<file path="src/verilog/sli_pkg.sv">
// sli_pkg: constants shared by the front-panel indicator logic
// assumes a single module clock; rates derive from the clock frequency
package sli_pkg;

  // ==========================================================
  // clock and flash rates
  localparam int unsigned CLK_HZ = 125_000_000;
  localparam int unsigned SLOW_FLASH_PER_S = 4;
  localparam int unsigned FAST_FLASH_PER_S = 8;
  localparam int unsigned CONST_FLASH_PER_S = 2;
  // half period counts: one lamp toggle per half period
  localparam int unsigned SLOW_HALF_CYC = CLK_HZ / (2 * SLOW_FLASH_PER_S);
  localparam int unsigned FAST_HALF_CYC = CLK_HZ / (2 * FAST_FLASH_PER_S);
  localparam int unsigned CONST_HALF_CYC = CLK_HZ / (2 * CONST_FLASH_PER_S);

  // ==========================================================
  // power-up fault blink code
  localparam int unsigned CODE_W = 4;
  localparam int unsigned PAUSE_HALVES = 6;
  localparam int unsigned GAP_HALVES = 12;

  // ==========================================================
  // status word layout
  localparam int unsigned STATUS_WORDS = 4;
  localparam int unsigned ERR_CODE_W = 8;
  localparam logic [1:0] ERR_SLOT_RESET = 2'h0;

  // ==========================================================
  // interrupt status / mask bit positions and register offsets
  localparam int unsigned IRQ_W = 3;
  localparam int unsigned IRQ_ERR_BIT = 0;
  localparam int unsigned IRQ_WDOG_BIT = 1;
  localparam int unsigned IRQ_PUF_BIT = 2;
  localparam logic [7:0] REG_IRQ_STATUS = 8'h00;
  localparam logic [7:0] REG_IRQ_MASK = 8'h04;
  localparam logic [7:0] REG_LAMP_STATE = 8'h08;
  localparam logic [IRQ_W-1:0] IRQ_MASK_RESET = 3'h0;

  typedef enum logic [1:0] {SLI_ERR_NONE, SLI_ERR_STATUS, SLI_ERR_STOP} sli_err_t;

endpackage

</file>
<file path="src/verilog/sli_status_led_indicator.sv">
// sli_status_led_indicator: drives seven front-panel lamps from module state
// assumes all inputs synchronous to mclk; lamps are active high, one flop each
//
// Summary of operation
// - health lamp steady while normal, flashing while an error is signalled
// - status-only error with setup lit: health lamp flashes four per second
// - stopping error: health lamp flashes eight per second
// - during error flashing, error code goes to a status word, fault bit set
// - boot mode: health and setup lamps flash together at constant rate
// - watchdog timeout: health and setup lamps flash alternately, constant rate
// - power-up fault: setup dark, health blinks two counts with a pause
// - alive lamp lit while healthy, dark if module cannot power up
// - setup lamp lit once a valid configuration has been accepted
// - program store in progress: setup lamp flashes four per second
// - RAM to EEPROM write: setup lamp flashes eight per second
// - axis lamps one and two follow servo drive enables
// - axis lamps three and four follow analog override commands
//
// Added by the designer: the register offsets and strobed register access.
`timescale 1ns/1ps
module sli_status_led_indicator (
  // clock and reset
  input wire logic mclk,
  input wire logic srst,
  // module state
  input wire logic bootMode,
  input wire logic watchdogTimeout,
  input wire logic powerUpFault,
  input wire logic [sli_pkg::CODE_W-1:0] faultCodeFirst,
  input wire logic [sli_pkg::CODE_W-1:0] faultCodeSecond,
  input wire logic configValid,
  input wire logic programStoreBusy,
  input wire logic eepromWriteBusy,
  input wire logic statusOnlyError,
  input wire logic stopError,
  input wire logic [sli_pkg::ERR_CODE_W-1:0] errorCode,
  input wire logic [1:0] errorSlot,
  input wire logic servoOneDriveEnabled,
  input wire logic servoTwoDriveEnabled,
  input wire logic auxThreeOverride,
  input wire logic auxFourOverride,
  // register port
  input wire logic [7:0] regAddr,
  input wire logic [31:0] regWrData,
  input wire logic regWrite,
  input wire logic regRead,
  output logic [31:0] regRdData,
  // lamps
  output logic healthLamp,
  output logic aliveLamp,
  output logic setupLamp,
  output logic servo_one_drive_lamp,
  output logic servo_two_drive_lamp,
  output logic aux_three_override_lamp,
  output logic aux_four_override_lamp,
  // status words and flags
  output logic [sli_pkg::ERR_CODE_W-1:0] statusWord [sli_pkg::STATUS_WORDS],
  output logic faultPresent,
  output logic irq
);
  import sli_pkg::*;

  // ==========================================================
  // rate dividers
  logic [26:0] slowCnt, fastCnt, constCnt;
  logic slowPh, fastPh, constPh;
  logic slowTick;

  // each divider toggles its phase every half period
  always_ff @(posedge mclk) begin
    if (srst) begin
      slowCnt <= '0;
      slowPh <= 1'b0;
    end else if (slowCnt == 27'(SLOW_HALF_CYC - 1)) begin
      slowCnt <= '0;
      slowPh <= ~slowPh;
    end else begin
      slowCnt <= slowCnt + 27'h1;
    end
  end

  always_ff @(posedge mclk) begin
    if (srst) begin
      fastCnt <= '0;
      fastPh <= 1'b0;
    end else if (fastCnt == 27'(FAST_HALF_CYC - 1)) begin
      fastCnt <= '0;
      fastPh <= ~fastPh;
    end else begin
      fastCnt <= fastCnt + 27'h1;
    end
  end

  always_ff @(posedge mclk) begin
    if (srst) begin
      constCnt <= '0;
      constPh <= 1'b0;
    end else if (constCnt == 27'(CONST_HALF_CYC - 1)) begin
      constCnt <= '0;
      constPh <= ~constPh;
    end else begin
      constCnt <= constCnt + 27'h1;
    end
  end

  // dividers run free from reset, so a flash phase is not tied to the moment its trigger rose
  assign slowTick = (slowCnt == 27'(SLOW_HALF_CYC - 1)); // blink code steps at slow half periods

  // ==========================================================
  // power-up fault blink sequencer
  typedef enum logic [2:0] {SLI_B_IDLE, SLI_B_FIRST, SLI_B_PAUSE, SLI_B_SECOND, SLI_B_GAP} sli_blink_t;
  sli_blink_t blinkState;
  logic [CODE_W:0] blinkHalves;
  logic [4:0] waitHalves;
  logic blinkOn;

  // counts are shown as blinks; a zero code is shown as one blink so the
  // operator still sees two separate groups
  function automatic logic [CODE_W:0] halvesFor(input logic [CODE_W-1:0] code);
    logic [CODE_W-1:0] n;
    n = (code == '0) ? CODE_W'(1) : code;
    return {n, 1'b0};
  endfunction

  // first count, pause, second count, long gap, repeat
  always_ff @(posedge mclk) begin
    if (srst) begin
      blinkState <= SLI_B_IDLE;
      blinkHalves <= '0;
      waitHalves <= '0;
      blinkOn <= 1'b0;
    end else if (!powerUpFault) begin
      blinkState <= SLI_B_IDLE;
      blinkOn <= 1'b0;
    end else if (slowTick) begin
      unique case (blinkState)
        SLI_B_IDLE: begin
          blinkState <= SLI_B_FIRST;
          blinkHalves <= halvesFor(faultCodeFirst) - (CODE_W+1)'(1);
          blinkOn <= 1'b1;
        end
        SLI_B_FIRST, SLI_B_SECOND: begin
          if (blinkHalves == '0) begin
            blinkOn <= 1'b0;
            blinkState <= (blinkState == SLI_B_FIRST) ? SLI_B_PAUSE : SLI_B_GAP;
            waitHalves <= (blinkState == SLI_B_FIRST) ? 5'(PAUSE_HALVES - 1) : 5'(GAP_HALVES - 1);
          end else begin
            blinkHalves <= blinkHalves - (CODE_W+1)'(1);
            blinkOn <= ~blinkOn;
          end
        end
        SLI_B_PAUSE, SLI_B_GAP: begin
          if (waitHalves == '0) begin
            blinkState <= (blinkState == SLI_B_PAUSE) ? SLI_B_SECOND : SLI_B_FIRST;
            blinkHalves <= halvesFor((blinkState == SLI_B_PAUSE) ? faultCodeSecond : faultCodeFirst)
              - (CODE_W+1)'(1);
            blinkOn <= 1'b1;
          end else begin
            waitHalves <= waitHalves - 5'h1;
          end
        end
        // a stray state code restarts the sequence rather than freezing the lamp
        default: begin
          blinkState <= SLI_B_IDLE;
          blinkOn <= 1'b0;
        end
      endcase
    end
  end

  // ==========================================================
  // lamp selection
  sli_err_t errKind;
  logic next_health, next_setup, next_alive;

  // stop error outranks status-only
  always_comb begin
    if (stopError) begin
      errKind = SLI_ERR_STOP;
    end else if (statusOnlyError) begin
      errKind = SLI_ERR_STATUS;
    end else begin
      errKind = SLI_ERR_NONE;
    end
  end

  // special patterns outrank operational errors
  always_comb begin
    next_alive = ~powerUpFault;
    if (bootMode) begin
      next_health = constPh;
      next_setup = constPh;
    end else if (watchdogTimeout) begin
      next_health = constPh;
      next_setup = ~constPh;
    end else if (powerUpFault) begin
      next_health = blinkOn;
      next_setup = 1'b0;
    end else begin
      unique case (errKind)
        SLI_ERR_STOP: next_health = fastPh;
        SLI_ERR_STATUS: next_health = slowPh;
        SLI_ERR_NONE: next_health = 1'b1;
        default: next_health = 1'b1; // unused kind code shows steady
      endcase
      // eeprom write is the longer-lived job, so it wins the setup lamp
      if (eepromWriteBusy) begin
        next_setup = fastPh;
      end else if (programStoreBusy) begin
        next_setup = slowPh;
      end else begin
        next_setup = configValid;
      end
    end
  end

  // every lamp is registered so no glitch reaches the panel
  always_ff @(posedge mclk) begin
    if (srst) begin
      healthLamp <= 1'b0;
      setupLamp <= 1'b0;
      aliveLamp <= 1'b0;
    end else begin
      healthLamp <= next_health;
      setupLamp <= next_setup;
      aliveLamp <= next_alive;
    end
  end

  // axis lamps track their enables and override commands one cycle late
  always_ff @(posedge mclk) begin
    if (srst) begin
      servo_one_drive_lamp <= 1'b0;
      servo_two_drive_lamp <= 1'b0;
      aux_three_override_lamp <= 1'b0;
      aux_four_override_lamp <= 1'b0;
    end else begin
      servo_one_drive_lamp <= servoOneDriveEnabled;
      servo_two_drive_lamp <= servoTwoDriveEnabled;
      aux_three_override_lamp <= auxThreeOverride;
      aux_four_override_lamp <= auxFourOverride;
    end
  end

  // ==========================================================
  // error status words
  logic errShown;
  assign errShown = (errKind != SLI_ERR_NONE) && !bootMode && !watchdogTimeout && !powerUpFault;

  // code lands in the chosen word while the error flashes
  always_ff @(posedge mclk) begin
    if (srst) begin
      faultPresent <= 1'b0;
      for (int i = 0; i < STATUS_WORDS; i++) begin
        statusWord[i] <= '0;
      end
    end else begin
      faultPresent <= errShown;
      for (int i = 0; i < STATUS_WORDS; i++) begin
        if (errShown && errorSlot == 2'(i)) begin
          statusWord[i] <= errorCode;
        end else if (!errShown) begin
          statusWord[i] <= '0;
        end
      end
    end
  end

  // ==========================================================
  // interrupts and register port
  logic [IRQ_W-1:0] irqStatus, irqMask, evt;
  logic errShownD, wdogD, pufD;

  // one cycle of history for the event edge detectors
  always_ff @(posedge mclk) begin
    if (srst) begin
      errShownD <= 1'b0;
      wdogD <= 1'b0;
      pufD <= 1'b0;
    end else begin
      errShownD <= errShown;
      wdogD <= watchdogTimeout;
      pufD <= powerUpFault;
    end
  end

  // rising edges only, so a held condition raises its status bit once
  always_comb begin
    evt = '0;
    evt[IRQ_ERR_BIT] = errShown & ~errShownD;
    evt[IRQ_WDOG_BIT] = watchdogTimeout & ~wdogD;
    evt[IRQ_PUF_BIT] = powerUpFault & ~pufD;
  end

  // read clears status; a new event in the same cycle still sets
  always_ff @(posedge mclk) begin
    if (srst) begin
      irqStatus <= '0;
    end else if (regRead && regAddr == REG_IRQ_STATUS) begin
      irqStatus <= evt;
    end else begin
      irqStatus <= irqStatus | evt;
    end
  end

  // a mask write lands next cycle; irq follows it one cycle later
  always_ff @(posedge mclk) begin
    if (srst) begin
      irqMask <= IRQ_MASK_RESET;
    end else if (regWrite && regAddr == REG_IRQ_MASK) begin
      irqMask <= regWrData[IRQ_W-1:0];
    end
  end

  // irq registered from the updated status view
  always_ff @(posedge mclk) begin
    if (srst) begin
      irq <= 1'b0;
    end else if (regRead && regAddr == REG_IRQ_STATUS) begin
      irq <= |(evt & irqMask);
    end else begin
      irq <= |((irqStatus | evt) & irqMask);
    end
  end

  // read data valid the cycle after the strobe; unmapped reads zero
  always_ff @(posedge mclk) begin
    if (srst) begin
      regRdData <= '0;
    end else if (regRead) begin
      unique case (regAddr)
        REG_IRQ_STATUS: regRdData <= {29'h0, irqStatus};
        REG_IRQ_MASK: regRdData <= {29'h0, irqMask};
        REG_LAMP_STATE: regRdData <= {25'h0, aux_four_override_lamp, aux_three_override_lamp,
          servo_two_drive_lamp, servo_one_drive_lamp, setupLamp, aliveLamp, healthLamp};
        default: regRdData <= '0;
      endcase
    end else begin
      regRdData <= '0;
    end
  end

endmodule

</file>
<file path="config.mk">
export PLATFORM = sky130hd
export DESIGN_NAME = sli_status_led_indicator
export DESIGN_NICKNAME = d
export VERILOG_FILES = /design/src/verilog/sli_pkg.sv /design/src/verilog/sli_status_led_indicator.sv
export SDC_FILE = /design/constraint.sdc
export NUM_CORES = 1
export LEC_CHECK = 0
export ABC_CLOCK_PERIOD_IN_PS = 3100
export BUFFER_PORTS_ARGS = -buffer_cell sky130_fd_sc_hd__buf_4
export CORE_ASPECT_RATIO = 1.25
export CORE_UTILIZATION = 55
export DETAILED_ROUTE_END_ITERATION = 10
export MAX_ROUTING_LAYER = met4
export PLACE_DENSITY_LB_ADDON = 0.05
export SETUP_SLACK_MARGIN = 0.05
export SYNTH_ARGS = -nofsm -noshare
export SYNTH_HDL_FRONTEND = slang
export SYNTH_SLANG_ARGS = --single-unit
</file>
<file path="constraint.sdc">
create_clock -name mclk -period 3.1 [get_ports mclk]
set_clock_uncertainty 0.2 [all_clocks]
set_input_delay 0.465 -clock mclk [delete_from_list [all_inputs] [get_ports mclk]]
set_output_delay 0.465 -clock mclk [all_outputs]
set_load 0.02 [all_outputs]
</file>
; After elaboration in Yosys (flattened, before gate mapping)
; Index checks and enable logic that the tools add are counted.
; W data, S select, Z words.
[word_totals]
wordCells = 144
inputBits = 74
reg_bits = 179
output_inout_bits = 73
[op_classes]
n_reduce_logical = 35
add_sub_neg = 7
mux = 37
bitwise = 15
eq_ne = 22
[ops]
columns = op, n
row1 = $add A27 B1 Y27 const B, 3
row2 = $mux W8, 5
row3 = $eq A27 B23 Y1 const B, 1
row4 = $eq A27 B24 Y1 const B, 1
row5 = $eq A27 B25 Y1 const B, 1
row6 = $pmux W7 S3, 1
row7 = $mux W5, 4
row8 = $sub A5 B1 Y5 const B, 4
row9 = $mux W4, 4
row10 = $pmux W5 S3, 1
row11 = $reduce_or A2 Y1, 7
row12 = $mux W1, 12
row13 = $mux W3, 4
row14 = $logic_not A5 Y1, 2
row15 = $pmux W5 S2, 1
row16 = $reduce_and A5 Y1, 2
row17 = $logic_and A1 B1 Y1, 9
row18 = $not A1 Y1, 9
row19 = $pmux W3 S3, 1
row20 = $eq A8 B3 Y1 const B, 1
row21 = $eq A8 B4 Y1 const B, 1
row22 = $logic_not A4 Y1, 2
row23 = $logic_not A8 Y1, 1
row24 = $ne A2 B1 Y1 const B, 4
row25 = 20 further kinds, 35

; Depth between registers and ports, before layout
; Gate-level depths: netlist of run 1.
[logic_depth]
depth_word = 11
depth_mapped = 10
depth_no_buf = 9

; Least setup slack after synthesis of run 1
; OpenSTA, ideal clock, no wires.
[synth_path]
path_type = reg-to-reg
start = register blinkState[1]
end = register blinkHalves[3]
t_arrival_ns = 2.205
required_ns = 2.807
path_buffers = 1
path_stages_with_launch = 10
slack_ns = 0.602
period_less_slack_ns = 2.498
setup_time_ns = 0.093
path_cell_list = dfxtp_1 clkbuf_1 nor3b_1 mux2_2 ha_1 xnor2_1 nor3_1 a31oi_1 o21a_1 o32ai_1
[synth_via]
elab_chain_len = 7
elab_cells_between_ends = 17
classes_between = add/sub (1) / eq/ne (6) / mux (4) / reduce/logical (6)
[synth_rtl]
columns = element, line_no
row1 = start: declaration, sli_status_led_indicator.sv:112  ; sli_blink_t blinkState;
row2 = start signal: assignment, sli_status_led_indicator.sv:145  ; blinkState <= (blinkState == SLI_B_FIRST) ? SLI_B_PAUSE : SLI_B_GAP;
row3 = start signal: assignment, sli_status_led_indicator.sv:154  ; blinkState <= (blinkState == SLI_B_PAUSE) ? SLI_B_SECOND : SLI_B_FIRST;
row4 = $eq A3 B2 Y1, "sli_status_led_indicator.sv:136, sli_status_led_indicator.sv:155"
row5 = $mux W4, sli_status_led_indicator.sv:155  ; blinkHalves <= halvesFor((blinkState == SLI_B_PAUSE) ? faultCodeSecond : faultCodeFirst)
row6 = $logic_not A4 Y1, sli_status_led_indicator.sv:121  ; n = (code == '0) ? CODE_W'(1) : code;
row7 = $mux W4, sli_status_led_indicator.sv:121
row8 = $sub A5 B1 Y5, sli_status_led_indicator.sv:156  ; - (CODE_W+1)'(1);
row9 = $mux W5, sli_status_led_indicator.sv:153  ; if (waitHalves == '0) begin
row10 = $pmux W5 S3, sli_status_led_indicator.sv:136  ; unique case (blinkState)
row11 = end signal: assignment, sli_status_led_indicator.sv:139  ; blinkHalves <= halvesFor(faultCodeFirst) - (CODE_W+1)'(1);
row12 = end signal: assignment, sli_status_led_indicator.sv:148  ; blinkHalves <= blinkHalves - (CODE_W+1)'(1);
row13 = end signal: assignment, sli_status_led_indicator.sv:155
row14 = end: declaration, sli_status_led_indicator.sv:113  ; logic [CODE_W:0] blinkHalves;
; Several ways; a longest one is shown, not always the timed one. The select of a mux whose other input is x is not followed.
; A chain may end at the register's enable or synchronous reset.

; Worst setup path in the final report of run 1
[layout_path]
start = register blinkHalves[0]
end = register waitHalves[4]
[layout_via]
elab_chain_len = 3
[layout_rtl]
columns = element, line_no
row1 = $logic_not A5 Y1, sli_status_led_indicator.sv:143  ; if (blinkHalves == '0) begin
row2 = $ne A2 B2 Y1 (no line), --
row3 = $reduce_and A5 Y1 (no line), --
row4 = end signal: assignment, sli_status_led_indicator.sv:146  ; waitHalves <= (blinkState == SLI_B_FIRST) ? 5'(PAUSE_HALVES - 1) : 5'(GAP_HALVES - 1);
row5 = end signal: assignment, sli_status_led_indicator.sv:159  ; waitHalves <= waitHalves - 5'h1;
row6 = end: declaration, sli_status_led_indicator.sv:114  ; logic [4:0] waitHalves;
; No other way between the ends.

==> impl_summary.md, run 1 <==
STA
The number of max-slew violations in the final report is 0. The worst path uses 86.4% of the clock period. Setup repair after global routing left no endpoint under its margin. The setup-violating endpoint count in the final report is 0.

The upper clock frequency limit is approximately 0.37 GHz. After routing, the total negative slack on setup checks comes to 0 ps. The headroom to the max-slew limit is 26.2%. The shortest clock period the worst path allows after layout is 2680 ps. For the pin with the worst max-slew slack, the measured transition is 1110 ps. The smallest hold slack is 53.5 ps. The hold violation total from the final report is 0.

Power and ir drop
For this design the static power due to leakage is roughly 0.0033 µW. Power comes to 4500 µW. For this design the ratio of total power to cell area is 538 nW/µm². The worst-case IR drop observed on VDD is 0.384 mV.

Routing
For this block, the initial DRC count from the detailed router was between 200 and 300. The wire length reported by the detailed router is approximately 15 mm. The wire length on met1 is 6.16 mm. The wire length per cell is 13.7 µm. The count of nets left with antenna violations once routing finished came out at 0.

After detailed routing, the number of vias per cell comes to 5.41. The top routing layer in use is met4. The met3 wirelength from detailed routing is 606 µm.

The total DRC errors in the routed layout is 0. The total via count after detailed routing is 5,820. The routed wire length on met2 is 7.56 mm.

The number of optimization iterations in the first detailed-route pass is 5.

Global route
For this run, the total global-route usage over all layers was measured as 24.3%. The pin count of the biggest net entering global routing is 36. The first global-routing pass estimated 24.6 mm of wire. The initial antenna violation count came to 0. The sum of overflow across all layers after global routing is 0. The number of global-route vias before repair is 5,581.

CTS
CTS placed an instance of sky130_fd_sc_hd__clkbuf_16 at the clock tree root. The number of gates resized after CTS was 0. Buffers inserted to repair hold after CTS numbered 0.

The number of clock buffers added by TritonCTS is 17. The buffers inserted during post-CTS setup optimization is 0. The later pin in the worst-skew pair is clocked with a latency of 420 ps. CTS built an H-tree with a depth of 4.

After clock tree synthesis, the clock-pin slew on the worst setup and hold paths is approximately 60 ps. The deepest clock path buffer count is 2. The number of sinks handled by clock tree synthesis is 154. The clock tree from TritonCTS is done.

Placement
The congestion estimate from routability-driven global placement came to roughly 0.87. The total of buffers placed on input and output ports is 92. The wire-length estimate of the detail-placed layout is 10.4 mm.

Synth
Synthesis produced 810 cells. The flip-flop cell with the highest count after synthesis is sky130_fd_sc_hd__dfxtp_1. Summed over all instances, the cell type with the most area after synthesis is sky130_fd_sc_hd__dfxtp_1. The most numerous cell in the Yosys netlist is sky130_fd_sc_hd__dfxtp_1.

The synthesized area divided by synthesized cell count is 8.59 µm². The Yosys warning count is 0. The sequential element share of the synthesized area is approximately 44%. The count of different cell masters after synthesis is 51.

By count the netlist is led by 154 x sky130_fd_sc_hd__dfxtp_1, 146 x sky130_fd_sc_hd__nor2_1, 45 x sky130_fd_sc_hd__nand3_1, 44 x sky130_fd_sc_hd__nand2_1, 43 x sky130_fd_sc_hd__xor2_1. The number of enable flip-flop cells after synthesis is 0. The proportion of register bits with asynchronous set or reset after synthesis is 0%. The synthesized netlist occupies a cell area of 6960 µm². The number of synthesized register bits is 154.

After synthesis, the largest area contributor takes up 44.3% of total cell area. Ranked by total cell area, the synthesized netlist is headed by sky130_fd_sc_hd__dfxtp_1 44%, sky130_fd_sc_hd__nor2_1 7.9%, sky130_fd_sc_hd__xor2_1 5.4%.

Floorplan
The x dimension of the die is around 100 µm. In this run the vertical extent of the chip is around 130 µm. The row count is 45. For this configuration, the core starts out at a cell density of between 50 and 60%. 147 I/O pins were placed. The area of the die is 13,100 µm². The placeable core area is 12,200 µm².

Finish
The area growth from synthesis to layout is 20.2%. The number of antenna diodes in the final layout is 0. The total number of nets in the final design is slightly below 1,000. Counting the fill cells in the layout gives 1,008. The share of post-route cells with drive strength above 1 is 15.9%. Measured on the finished design, the core utilization comes to 68.4%.

Worst setup path
STA puts the critical path data required time at 3250 ps. The startpoint-to-endpoint class of the critical path is flop to flop. Data arrives at the worst endpoint at 2820 ps. Setup slack on the worst reg-to-reg path comes out at around 420 ps. The category of the worst setup path capture point is a flop.

Along the worst path, the maximum fanout reaches 9. STA classifies the critical path startpoint as a flop.

Job
The number of maximum-capacitance violations is 0.

Status
The run finished with clean final reports.

Worst hold path
The tightest min-delay check is of the input port to flop type.
## metrics by stage
| step | std cells | area (µm²) | setup slack (ps) |
|---|---|---|---|
| floorplan | 834 | 7050 | 602 |
| global placement | 1043 | 7700 | 558 |
| finish | 1075 | 8360 | 423 |
| global route | 1075 | 8360 | 330 |
| detailed placement | 1043 | 7700 | 478 |
| CTS | 1075 | 8360 | 433 |
## routing by layer
layer | track usage, % | vias up
met5 | - | -
met2 | 41.8 | 149
met3 | 5.02 | 32
li1 | - | 2896
met4 | 10.7 | 0
met1 | 26.6 | 2743
## cells in the final DEF, fill, tap and decap left out, types with 3 or more instances in the layout
master / synthesis / final
sky130_fd_sc_hd__nor3_1: 20 / 20
sky130_fd_sc_hd__and2_1: 7 / 7
sky130_fd_sc_hd__conb_1: 1 / 25
sky130_fd_sc_hd__bufinv_16: 0 / 5
sky130_fd_sc_hd__nand2_1: 44 / 44
sky130_fd_sc_hd__nor2_1: 146 / 146
sky130_fd_sc_hd__o21ai_0: 22 / 22
sky130_fd_sc_hd__nor4b_1: 3 / 3
sky130_fd_sc_hd__nor4_1: 14 / 14
sky130_fd_sc_hd__and4_1: 9 / 9
sky130_fd_sc_hd__nand4_1: 27 / 27
sky130_fd_sc_hd__xnor2_1: 41 / 41
sky130_fd_sc_hd__nor2b_1: 10 / 10
sky130_fd_sc_hd__xor2_1: 43 / 43
sky130_fd_sc_hd__or3_1: 7 / 7
sky130_fd_sc_hd__buf_4: 25 / 102
sky130_fd_sc_hd__a31oi_1: 3 / 3
sky130_fd_sc_hd__or4_1: 4 / 4
sky130_fd_sc_hd__nand2b_1: 8 / 8
sky130_fd_sc_hd__a211oi_1: 5 / 5
sky130_fd_sc_hd__nor3b_1: 4 / 4
sky130_fd_sc_hd__nand3_1: 45 / 45
sky130_fd_sc_hd__clkbuf_16: 0 / 17
sky130_fd_sc_hd__ha_1: 8 / 8
sky130_fd_sc_hd__inv_1: 26 / 26
sky130_fd_sc_hd__a21oi_1: 35 / 35
sky130_fd_sc_hd__or2_2: 4 / 4
sky130_fd_sc_hd__mux2i_1: 27 / 27
sky130_fd_sc_hd__dfxtp_1: 154 / 154
sky130_fd_sc_hd__and3_1: 12 / 12
## sequential cells by signal, indices dropped and copies added (netlist names), 3 cells and up
register,flops
blinkHalves,5
blinkState,3
constCnt,27
fastCnt,27
irqMask,3
irqStatus,3
regRdData,7
slowCnt,27
statusWord,32
waitHalves,5
## critical path, cell delays in order (launching register included)
cell and delay (ps):
sky130_fd_sc_hd__dfxtp_1 310, sky130_fd_sc_hd__inv_1 110, sky130_fd_sc_hd__ha_1 210, sky130_fd_sc_hd__or4b_2 670
sky130_fd_sc_hd__o32ai_1 250, sky130_fd_sc_hd__nand3_4 180, sky130_fd_sc_hd__or4_1 520, sky130_fd_sc_hd__a21oi_1 170
## cell type report
type / count / area, µm² / area share (%)
well taps: 164 / 205 / 2.46
repair buffers: 102 / 766 / 9.16
clock inverters: 11 / 193 / 2.31
clock buffers: 21 / 460 / 5.51
multi-input cells: 597 / 3550 / 42.5
flip-flops and latches: 154 / 3080 / 36.9
inverters: 26 / 97.6 / 1.17
## path summary, 6_finish.rpt
check,end,cells after the start,from
max,waitHalves[4]$_SDFFE_PP0P_,7,blinkHalves[0]$_SDFFE_PP0P_
min,aliveLamp$_SDFF_PP0_,2,powerUpFault
max reg2reg,waitHalves[4]$_SDFFE_PP0P_,7,blinkHalves[0]$_SDFFE_PP0P_
min reg2reg,regRdData[5]$_SDFF_PP0_,1,aux_three_override_lamp$_SDFF_PP0_
## power breakdown
group          internal [µW]  switching (µW)  total (µW)
clock network           1470             793        2260
registers               2000            17.2        2020
logic                   86.9             132         219
## cells by family after synthesis
group / count (synthesis) / synth area share [%]
buf+inv: 83 / 5.88
other cells: 1 / 0.0539
simple gates: 374 / 27.1
xor+xnor: 84 / 10.6
mux: 28 / 4.05
fa+ha+maj: 8 / 1.44
compound gates: 78 / 6.53
flops: 154 / 44.3
Power figures use the tool's default switching activity.
==> inputs of run 2 (changes only) <==
--- a/config.mk
+++ b/config.mk
@@ -13,6 +13,7 @@
 export MAX_ROUTING_LAYER = met4
 export PLACE_DENSITY_LB_ADDON = 0.05
 export SETUP_SLACK_MARGIN = 0.05
+export SLEW_MARGIN = 15
 export SYNTH_ARGS = -nofsm -noshare
 export SYNTH_HDL_FRONTEND = slang
 export SYNTH_SLANG_ARGS = --single-unit
==> constraint.sdc (replaced) <==
create_clock -name mclk -period 3.1 [get_ports mclk]
set_clock_uncertainty 0.2 [all_clocks]
set_input_delay 0.31 -clock mclk [delete_from_list [all_inputs] [get_ports mclk]]
set_output_delay 0.31 -clock mclk [all_outputs]
set_load 0.02 [all_outputs]
==> run 2 against run 1 <==
  * Largest power group unchanged
  * Highest routed layer unchanged
  * Fmax grew 1.5%
  * Count of clock-buffer cells in the layout shrank 1
  * Core utilization grew 0.93 points
  * First-iteration DRC count decreased by 13%
  * Worst setup slack better by 40 ps
  * Via count grew 0.76%
  * Final area grew 1.4%
  * Power fell by 3.8%
  * Sequential power hardly changed
  * Cell count up 1.5%
  * Critical endpoint unchanged
  * Sequential cell count did not move
==> impl_summary.md, run 2 (same netlist as run 1, synthesis figures left out) <==
STA
The slew at the pin closest to its max-slew limit is 1110 ps (-2.64 ps). The shortest clock period the worst path allows after layout is 2640 ps (-39.7 ps). The worst setup slack after layout is 462 ps (+39.7 ps). Setup repair after global routing left no endpoint under its margin. The hold violation total from the final report is 0 (unchanged). The upper clock frequency limit is 0.379 GHz (+1.5%). The setup-violating endpoint count in the final report came to 0 (unchanged). The number of max-slew violations in the final report is 0 (unchanged). The smallest hold slack came to 42.1 ps (-11.4 ps).

The setup total negative slack is 0 ps (unchanged). The headroom to the max-slew limit is 26.3% (+0.18 points). The share of the clock period used by the worst path after layout is 85.1% (-1.3 points).

Power and ir drop
The power dissipated by switching net loads is 926 µW (-1.7%). The power density of the placed cells is 511 nW/µm² (-5.1%). The share of total power in sequential cells is 46.6% (+1.8 points). The largest vdd supply drop is 0.415 mV (+8.1%). The power share of the clock group is 47.9% (-2.4 points). The switching power share of the total is 21.4% (+0.46 points).

The internal cell power came to 3400 µW (-4.4%). The static leakage power is 0.00332 µW (+1.6%). The combinational fraction of design power came to 5.5% (+0.6 points).

CTS
The number of CTS-inserted buffers was 17 (unchanged). The number of cells upsized or downsized after cts is 0 (unchanged). The depth of the CTS H-tree is 4 (unchanged).

The deepest clock path buffer count is 2 (unchanged). TritonCTS built the clock tree. The clock-pin slew of the registers on the worst-case setup and hold paths is 60 ps (about the same).

The buffers inserted during post-CTS setup optimization is 0 (unchanged). The insertion delay of the later-clocked pin in the worst-skew pair was 420 ps (about the same). The number of sinks handled by clock tree synthesis is 154 (unchanged). The cell at the root of the clock tree is sky130_fd_sc_hd__clkbuf_16.

Worst setup path
The data required time of the worst path was 3250 ps (about the same). The biggest cell delay along the critical path came to 650 ps (-20 ps). The critical path in this run is classified as flop to flop. Broken down by cell family, the worst path's largest delay share belongs to simple AND/OR/NAND/NOR gates.

The worst register-to-register path begins at blinkHalves[0]$_SDFFE_PP0P_. The logic depth of the worst register-to-register path is 7 (unchanged). The worst setup path is launched from a flop. The slack of the worst reg-to-reg path is 460 ps (+40 ps). The largest driver fanout on the critical path is 9 (unchanged). In this run the critical register-to-register path is captured at waitHalves[4]$_SDFFE_PP0P_. The slowest stage of the critical path belongs to the cell sky130_fd_sc_hd__or4b_2. The critical path goes through inv_1 > ha_1 > or4b_2 > o32ai_1 > nand3_4 > or4_1 > a21oi_1.

The data arrival time at the worst-slack endpoint is 2790 ps (-30 ps). The total buffers and inverters traversed by the critical path is 1 (unchanged). STA classifies the critical path endpoint as a flop.

Routing
The vias per cell is 5.37 (-0.72%). The wire length per cell is 13.5 µm (-1.3%). The wire length reported by the detailed router was 14.7 mm (+0.21%).

The total DRC errors in the routed layout is 0 (unchanged). The remaining antenna violation count after routing is 0 (unchanged). The number of optimization iterations in the first detailed-route pass is 5 (unchanged).

The total via count after detailed routing is 5,864 (+0.76%). The number of DRC violations after detailed-routing iteration 0 is 245 (-13%).

Floorplan
The total I/O pin count is 147 (unchanged). The placeable core area is 12,200 µm² (unchanged). The effective utilization at floorplan is 56.9% (unchanged).

The row count came to 45 (unchanged). The height of the die is 128 µm (unchanged). The area of the die is 13,100 µm² (unchanged). The x dimension of the die was 103 µm (unchanged).

Placement
The worst setup slack before clock tree synthesis was 469 ps (-9.20 ps). The total of buffers placed on input and output ports is 92 (unchanged). The last weighted congestion value of the routability-driven placer is 0.894 (+3.1%). The post-detailed-placement half-perimeter wirelength is 10.3 mm (-1.1%). The total placed instance area came to 7690 µm² (-0.19%).

Finish
The share of post-route cells with drive strength above 1 is 15.5% (-0.38 points). The total of fill cells in the finished design was 1,011 (+0.30%). The final design instance area without fill was 8470 µm² (+1.4%). The total number of nets in the final design was 996 (+1.6%). The library cell used most frequently in the layout, excluding fill and tap cells, is sky130_fd_sc_hd__dfxtp_1. The largest register by flop count is statusWord.

The count of inserted antenna diode cells came to 0 (unchanged). The number of flip-flops in the largest register is 32 (unchanged). The library cells used most frequently in the layout, excluding fill and tap cells, are 154 x sky130_fd_sc_hd__dfxtp_1, 146 x sky130_fd_sc_hd__nor2_1, 100 x sky130_fd_sc_hd__buf_4. The post-synthesis to final-layout area growth is 21.8%.

Worst hold path
The start point of the worst min-delay path is regAddr[2]. The endpoint with the worst hold slack is regRdData[2]$_SDFF_PP0_. The count of cells along the worst hold path is 4 (+2).

The class of the most critical hold timing path is input port to flop.

Job
The number of maximum-capacitance violations was 0 (unchanged).

Global route
The global-route wire length before repair was 24.6 mm (+0.22%). The pin count of the biggest net entering global routing is 36 (unchanged). The sum of overflow across all layers after global routing came to 0 (unchanged). The global router's overall resource usage is 24.3% (+0.088 points). The number of global-route vias before repair is 5,527 (-0.97%).

The initial antenna violation count was 0 (unchanged).

Status
The flow ran to the end, and the final reports show no timing, DRC or antenna violations.
[run 2: cell count changes in the layout (fill, tap and decap cells not counted), sizes merged]
cell / previous run / this run
buf: 102 / 100
dlygate4sd3: 0 / 18
bufinv: 5 / 3
clkinv: 4 / 7
clkbuf: 21 / 20
clkinvlp: 2 / 1
inv: 26 / 27
[run 2: final cells by class]
| class | instances | area, µm² | share of cell area, % |
|---|---|---|---|
| flip-flops and latches | 154 | 3080 | 36.4 |
| inverters | 26 | 97.6 | 1.15 |
| clock buffers | 20 | 457 | 5.39 |
| multi-input cells | 597 | 3550 | 41.9 |
| well taps | 164 | 205 | 2.42 |
| clock inverters | 12 | 145 | 1.71 |
| repair buffers | 118 | 931 | 11.0 |
[run 2: worst max-delay path by stage]
stage / endpoint / depth (start not counted) / from
after floorplan: blinkHalves[3]$_SDFFE_PP0P_ / 9 / blinkState[1]$_SDFFE_PP0P_
after global placement: waitHalves[4]$_SDFFE_PP0P_ / 7 / blinkHalves[0]$_SDFFE_PP0P_
after detailed placement: waitHalves[4]$_SDFFE_PP0P_ / 7 / blinkHalves[0]$_SDFFE_PP0P_
after CTS: waitHalves[4]$_SDFFE_PP0P_ / 7 / blinkHalves[0]$_SDFFE_PP0P_
after global routing: waitHalves[4]$_SDFFE_PP0P_ / 7 / blinkHalves[0]$_SDFFE_PP0P_
final: waitHalves[4]$_SDFFE_PP0P_ / 7 / blinkHalves[0]$_SDFFE_PP0P_
[run 2: repair_timing]
| action | CTS | global route |
|---|---|---|
| endpoints found under the hold margin | 42 | 0 |
| setup endpoints to repair | 0 | 0 |
| hold buffers | 18 | 0 |
[run 2: per-layer routing]
layer,wire [µm],track usage (%),up-vias
met3,598,5.23,36
li1,-,-,2935
met5,0,-,-
met1,6290,27.6,2756
met2,7480,40.9,137
met4,354,10.5,0
[run 2: tightest hold or removal path: cells and delay by family]
kind                   cells  cell delay (ps)
buffers and inverters      1              110
and+or+nand+nor            2               90
AOI/OAI and AO/OA          1              110
[run 2: power groups by stage]
stage,logic (µW),registers (µW),clock network (µW)
final,237,2020,2070
after global routing,260,2020,2210
after CTS,238,2020,2110
after detailed placement,218,2060,0
after global placement,213,2060,0
after floorplan,149,2070,0
[run 2: per-stage QoR]
step | util (%) | cells | power, µW
after floorplan | - | 834 | 2220
after global placement | 62.9 | 1041 | 2270
after detailed placement | 62.9 | 1041 | 2280
after CTS | 69.3 | 1091 | 4370
after global routing | 69.3 | 1091 | 4490
final | 69.3 | 1091 | 4330
==> inputs of run 3 (changes only) <==
--- a/config.mk
+++ b/config.mk
@@ -5,10 +5,12 @@
 export SDC_FILE = /design/constraint.sdc
 export NUM_CORES = 1
 export LEC_CHECK = 0
+export ABC_AREA = 1
 export ABC_CLOCK_PERIOD_IN_PS = 3100
 export BUFFER_PORTS_ARGS = -buffer_cell sky130_fd_sc_hd__buf_4
 export CORE_ASPECT_RATIO = 1.25
-export CORE_UTILIZATION = 55
+export CORE_UTILIZATION = 58
+export CTS_BUF_LIST = sky130_fd_sc_hd__clkbuf_4 sky130_fd_sc_hd__clkbuf_8
 export DETAILED_ROUTE_END_ITERATION = 10
 export MAX_ROUTING_LAYER = met4
 export PLACE_DENSITY_LB_ADDON = 0.05
==> run 3 against run 2 <==
  * Final area increased by 9.2%
  * Hold slack got worse by 12 ps
  * Routed wire length increased by 25%
  * Largest cell class unchanged
  * Combinational power increased by 4%
  * Power decreased by 11%
  * Largest power group is now sequential cells
==> impl_summary.md, run 3 <==
CTS
The depth of the CTS H-tree was 4 (unchanged). The count of hold buffers inserted by post-cts repair is 23 (+5). The buffers inserted during post-CTS setup optimization was 0 (unchanged).

The number of cells upsized or downsized after cts is 0 (unchanged). The deepest clock path buffer count is 2 (unchanged). The insertion delay of the later-clocked pin in the worst-skew pair is 460 ps (+40 ps). TritonCTS built the clock tree. The number of sinks handled by clock tree synthesis is 154 (unchanged). The clock-pin slew of the registers on the worst-case setup and hold paths was 80 ps (+20 ps).

The number of CTS-inserted buffers came to 17 (unchanged). The cell sitting at the root of the clock tree is a sky130_fd_sc_hd__clkbuf_8.

Floorplan
The placeable core area came to 13,200 µm² (+8.3%). The row count is 47 (+4.4%). The height of the die was 132 µm (+3.6%). The effective utilization at floorplan is 59.6% (+2.6 points). The area of the die came to 14,100 µm² (+7.3%). The x dimension of the die is 106 µm (+3.6%). The total I/O pin count is 147 (unchanged).

Synth
The dominant cell type by area after synthesis is sky130_fd_sc_hd__dfxtp_1. By area the synthesized netlist is led by sky130_fd_sc_hd__dfxtp_1 39%, sky130_fd_sc_hd__nand2_1 15%, sky130_fd_sc_hd__nor2_1 7.2%. The mux contribution to synthesized area is 0.143% (-3.9 points). The area fraction in and, or, nand and nor cells after synthesis is 37.8% (+11 points).

The number of standard cells after synthesis is 1,154 (+42%). In the synthesized netlist, the cells that appear most often are 318 x sky130_fd_sc_hd__nand2_1, 154 x sky130_fd_sc_hd__dfxtp_1, 151 x sky130_fd_sc_hd__nor2_1, 115 x sky130_fd_sc_hd__inv_1, 103 x sky130_fd_sc_hd__a21oi_1. The sequential element share of the synthesized area came to 39.1% (-5.2 points). The flip-flop cell with the highest count after synthesis is sky130_fd_sc_hd__dfxtp_1. The Yosys warning count came to 0 (unchanged). The synthesized area divided by synthesized cell count is 6.83 µm² (-20%).

The top-area cell type share of the netlist area is 39.1% (-5.2 points). The count of different cell masters after synthesis is 45 (-12%). The number of synthesized register bits is 154 (unchanged). The synthesized-area fraction occupied by adder cells is 1.27% (-0.17 points). The number of enable flip-flop cells after synthesis was 0 (unchanged). The mapped cell area was 7880 µm² (+13%). The proportion of register bits with asynchronous set or reset after synthesis is 0% (unchanged). The share of the synthesized area in compound gates (AO/OA/AOI/OAI) is 9.38% (+2.9 points). Yosys instantiated no cell more often than sky130_fd_sc_hd__nand2_1. The fraction of synthesized cell area in xor and xnor cells was 2.67% (-7.9 points). The combinational family with the most area after synthesis is simple AND/OR/NAND/NOR gates.

Power and ir drop
The internal cell power is 2910 µW (-14%). The power share of the clock group is 41.3% (-6.6 points). The power density of the placed cells came to 416 nW/µm² (-19%). The power dissipated by switching net loads came to 938 µW (+1.3%).

The share of total power in sequential cells came to 52.3% (+5.7 points). The combinational fraction of design power came to 6.4% (+0.9 points). The static leakage power is 0.00359 µW (+8.1%). The switching power share of the total is 24.4% (+3.0 points).

The largest vdd supply drop is 0.255 mV (-38%).

Finish
Leaving out fill and tap cells, the most frequent cell in the layout is sky130_fd_sc_hd__nand2_1. The post-synthesis to final-layout area growth is 17.4%. In the layout the commonest cells are 318 x sky130_fd_sc_hd__nand2_1, 154 x sky130_fd_sc_hd__dfxtp_1, 151 x sky130_fd_sc_hd__nor2_1. The count of inserted antenna diode cells is 0 (unchanged).

The combined area of the multi-input logic cells was 4140 µm² (+16%). The number of standard cells in the layout, taps in and fillers out is 1,456 (+33%). The number of flip-flops in the largest register is 32 (unchanged). The largest register by flop count is statusWord. The total of fill cells in the finished design is 1,161 (+15%). The share of post-route cells with drive strength above 1 is 14.8% (-0.75 points). The area used by sequential logic in the layout was 3080 µm² (unchanged). The total number of nets in the final design is 1,355 (+36%).

STA
The headroom to the max-slew limit came to 62.5% (+36 points). The upper clock frequency limit was 0.418 GHz (+10%). The setup total negative slack is 0 ps (unchanged). The share of the clock period used by the worst path after layout was 77.2% (-7.9 points). Setup repair after global routing left no endpoint under its margin.

The shortest clock period the worst path allows after layout is 2390 ps (-244 ps). The hold violation total from the final report came to 0 (unchanged). The slew at the pin closest to its max-slew limit was 563 ps (-542 ps). The number of max-slew violations in the final report was 0 (unchanged). The setup-violating endpoint count in the final report is 0 (unchanged).

Placement
The last weighted congestion value of the routability-driven placer is 0.924 (+3.4%). The total of buffers placed on input and output ports is 92 (unchanged). The total placed cells including tap cells is 1,402 (+35%).

The post-detailed-placement half-perimeter wirelength was 13.6 mm (+31%).

Status
The flow ran to the end, and the final reports show no timing, DRC or antenna violations.

Worst setup path
The cell with the most instances on the worst path is sky130_fd_sc_hd__dlygate4sd3_1. The largest driver fanout on the critical path was 3 (-6). The master of the slowest instance on the critical path is sky130_fd_sc_hd__dlygate4sd3_1. The critical path launch point type is an input port. The data arrival time at the worst-slack endpoint came to 2590 ps (-200 ps). Traced cell by cell, the critical path runs through dlygate4sd3_1 > buf_4 > nor2_1 > dlygate4sd3_1 > o2111ai_1 > a31oi_1 > dlygate4sd3_1. The biggest cell delay along the critical path is 600 ps (-50 ps). The most critical setup path has its startpoint at regAddr[0].

The reg-to-reg startpoint is constCnt[0]$_SDFF_PP0_. The startpoint-to-endpoint class of the critical path is input port to flop. The data required time of the worst path is 3300 ps (+50 ps). The kind of cell with the highest combined delay along the critical path is buffers and inverters. The slack of the worst reg-to-reg path is 800 ps (+340 ps). The category of the worst setup path capture point is a flop.

The total buffers and inverters traversed by the critical path is 4 (+3).

Global route
The global router's overall resource usage is 27.9% (+3.5 points). The number of global-route vias before repair is 6,803 (+23%). The pin count of the biggest net entering global routing is 52 (+44%). The global-route wire length before repair is 30.6 mm (+24%).

The sum of overflow across all layers after global routing is 0 (unchanged). The initial antenna violation count came to 0 (unchanged).

Worst hold path
The start point of the worst min-delay path is regAddr[2]. The class of the most critical hold timing path is input port to flop.

Routing
The total DRC errors in the routed layout is 0 (unchanged). The wire length per cell is 12.6 µm (-6.7%). The remaining antenna violation count after routing is 0 (unchanged). The number of optimization iterations in the first detailed-route pass is 5 (unchanged). The total via count after detailed routing was 7,378 (+26%).

The wire length reported by the detailed router is 18.3 mm (+25%). The vias per cell was 5.07 (-5.7%). The number of DRC violations after detailed-routing iteration 0 came to 450 (+84%).

Job
The number of maximum-capacitance violations came to 0 (unchanged).
-- run 3: cell types whose count changed after synthesis, sizes merged, moves of 22 or more --
cell / delta
xor2: -26
inv: +100
nand3: +22
mux2i: -27
nand2: +286
a21oi: +72
xnor2: -34
-- run 3: worst register-to-register path, delay by kind of cell, from the launching register on --
| kind | cells | cell delay (ps) |
|---|---|---|
| and+or+nand+nor | 6 | 1140 |
| DFF | 1 | 480 |
| AOI/OAI and AO/OA | 1 | 90 |
| adders and majority gates | 1 | 250 |
-- run 3: power groups by stage --
stage	registers, µW	clock network (µW)	logic, µW
after CTS	2010	1620	246
after global placement	2060	0	220
after global routing	2020	1720	272
after floorplan	2070	0	154
after detailed placement	2060	0	222
final	2010	1590	246
-- run 3: cells by family after synthesis --
group           count (synthesis)
mux                             1
flops                         154
fa+ha+maj                       8
buf+inv                       167
other cells                     1
simple gates                  660
compound gates                139
xor+xnor                       24
-- run 3: cell type report --
class	instances	share of cell area, %
Inverter	127	5.15
Timing Repair Buffer	116	10.0
Clock inverter	13	1.83
Tap cell	171	2.31
Multi-Input combinational cell	857	44.7
Sequential cell	154	33.3
Clock buffer	18	2.68
-- run 3: final timing paths --
kind,to,depth (start not counted)
max reg2reg,constCnt[19]$_SDFF_PP0_,8
min reg2reg,regRdData[5]$_SDFF_PP0_,2
min,regRdData[5]$_SDFF_PP0_,4
max,regRdData[1]$_SDFF_PP0_,7
-- run 3: per-stage QoR --
| stage | util (%) | worst slack [ps] | cell area (µm²) | hold WS [ps] | power (µW) |
|---|---|---|---|---|---|
| 2_1_floorplan | - | 1180 | 7970 | 210 | 2220 |
| 3_3_place_gp | 65.1 | 856 | 8610 | 233 | 2280 |
| 3_5_place_dp | 65.1 | 798 | 8610 | 235 | 2280 |
| 4_1_cts | 69.9 | 752 | 9260 | 15.0 | 3880 |
| 5_1_grt | 69.9 | 616 | 9260 | 40.1 | 4010 |
| 6_report | 69.9 | 706 | 9260 | 30.4 | 3850 |
-- run 3: routing by layer --
metal,part of all wire (%),global-route usage (%)
met5,0,-
met4,2.2,10.9
met3,4.1,5.93
met1,44,31.7
met2,50,47.3
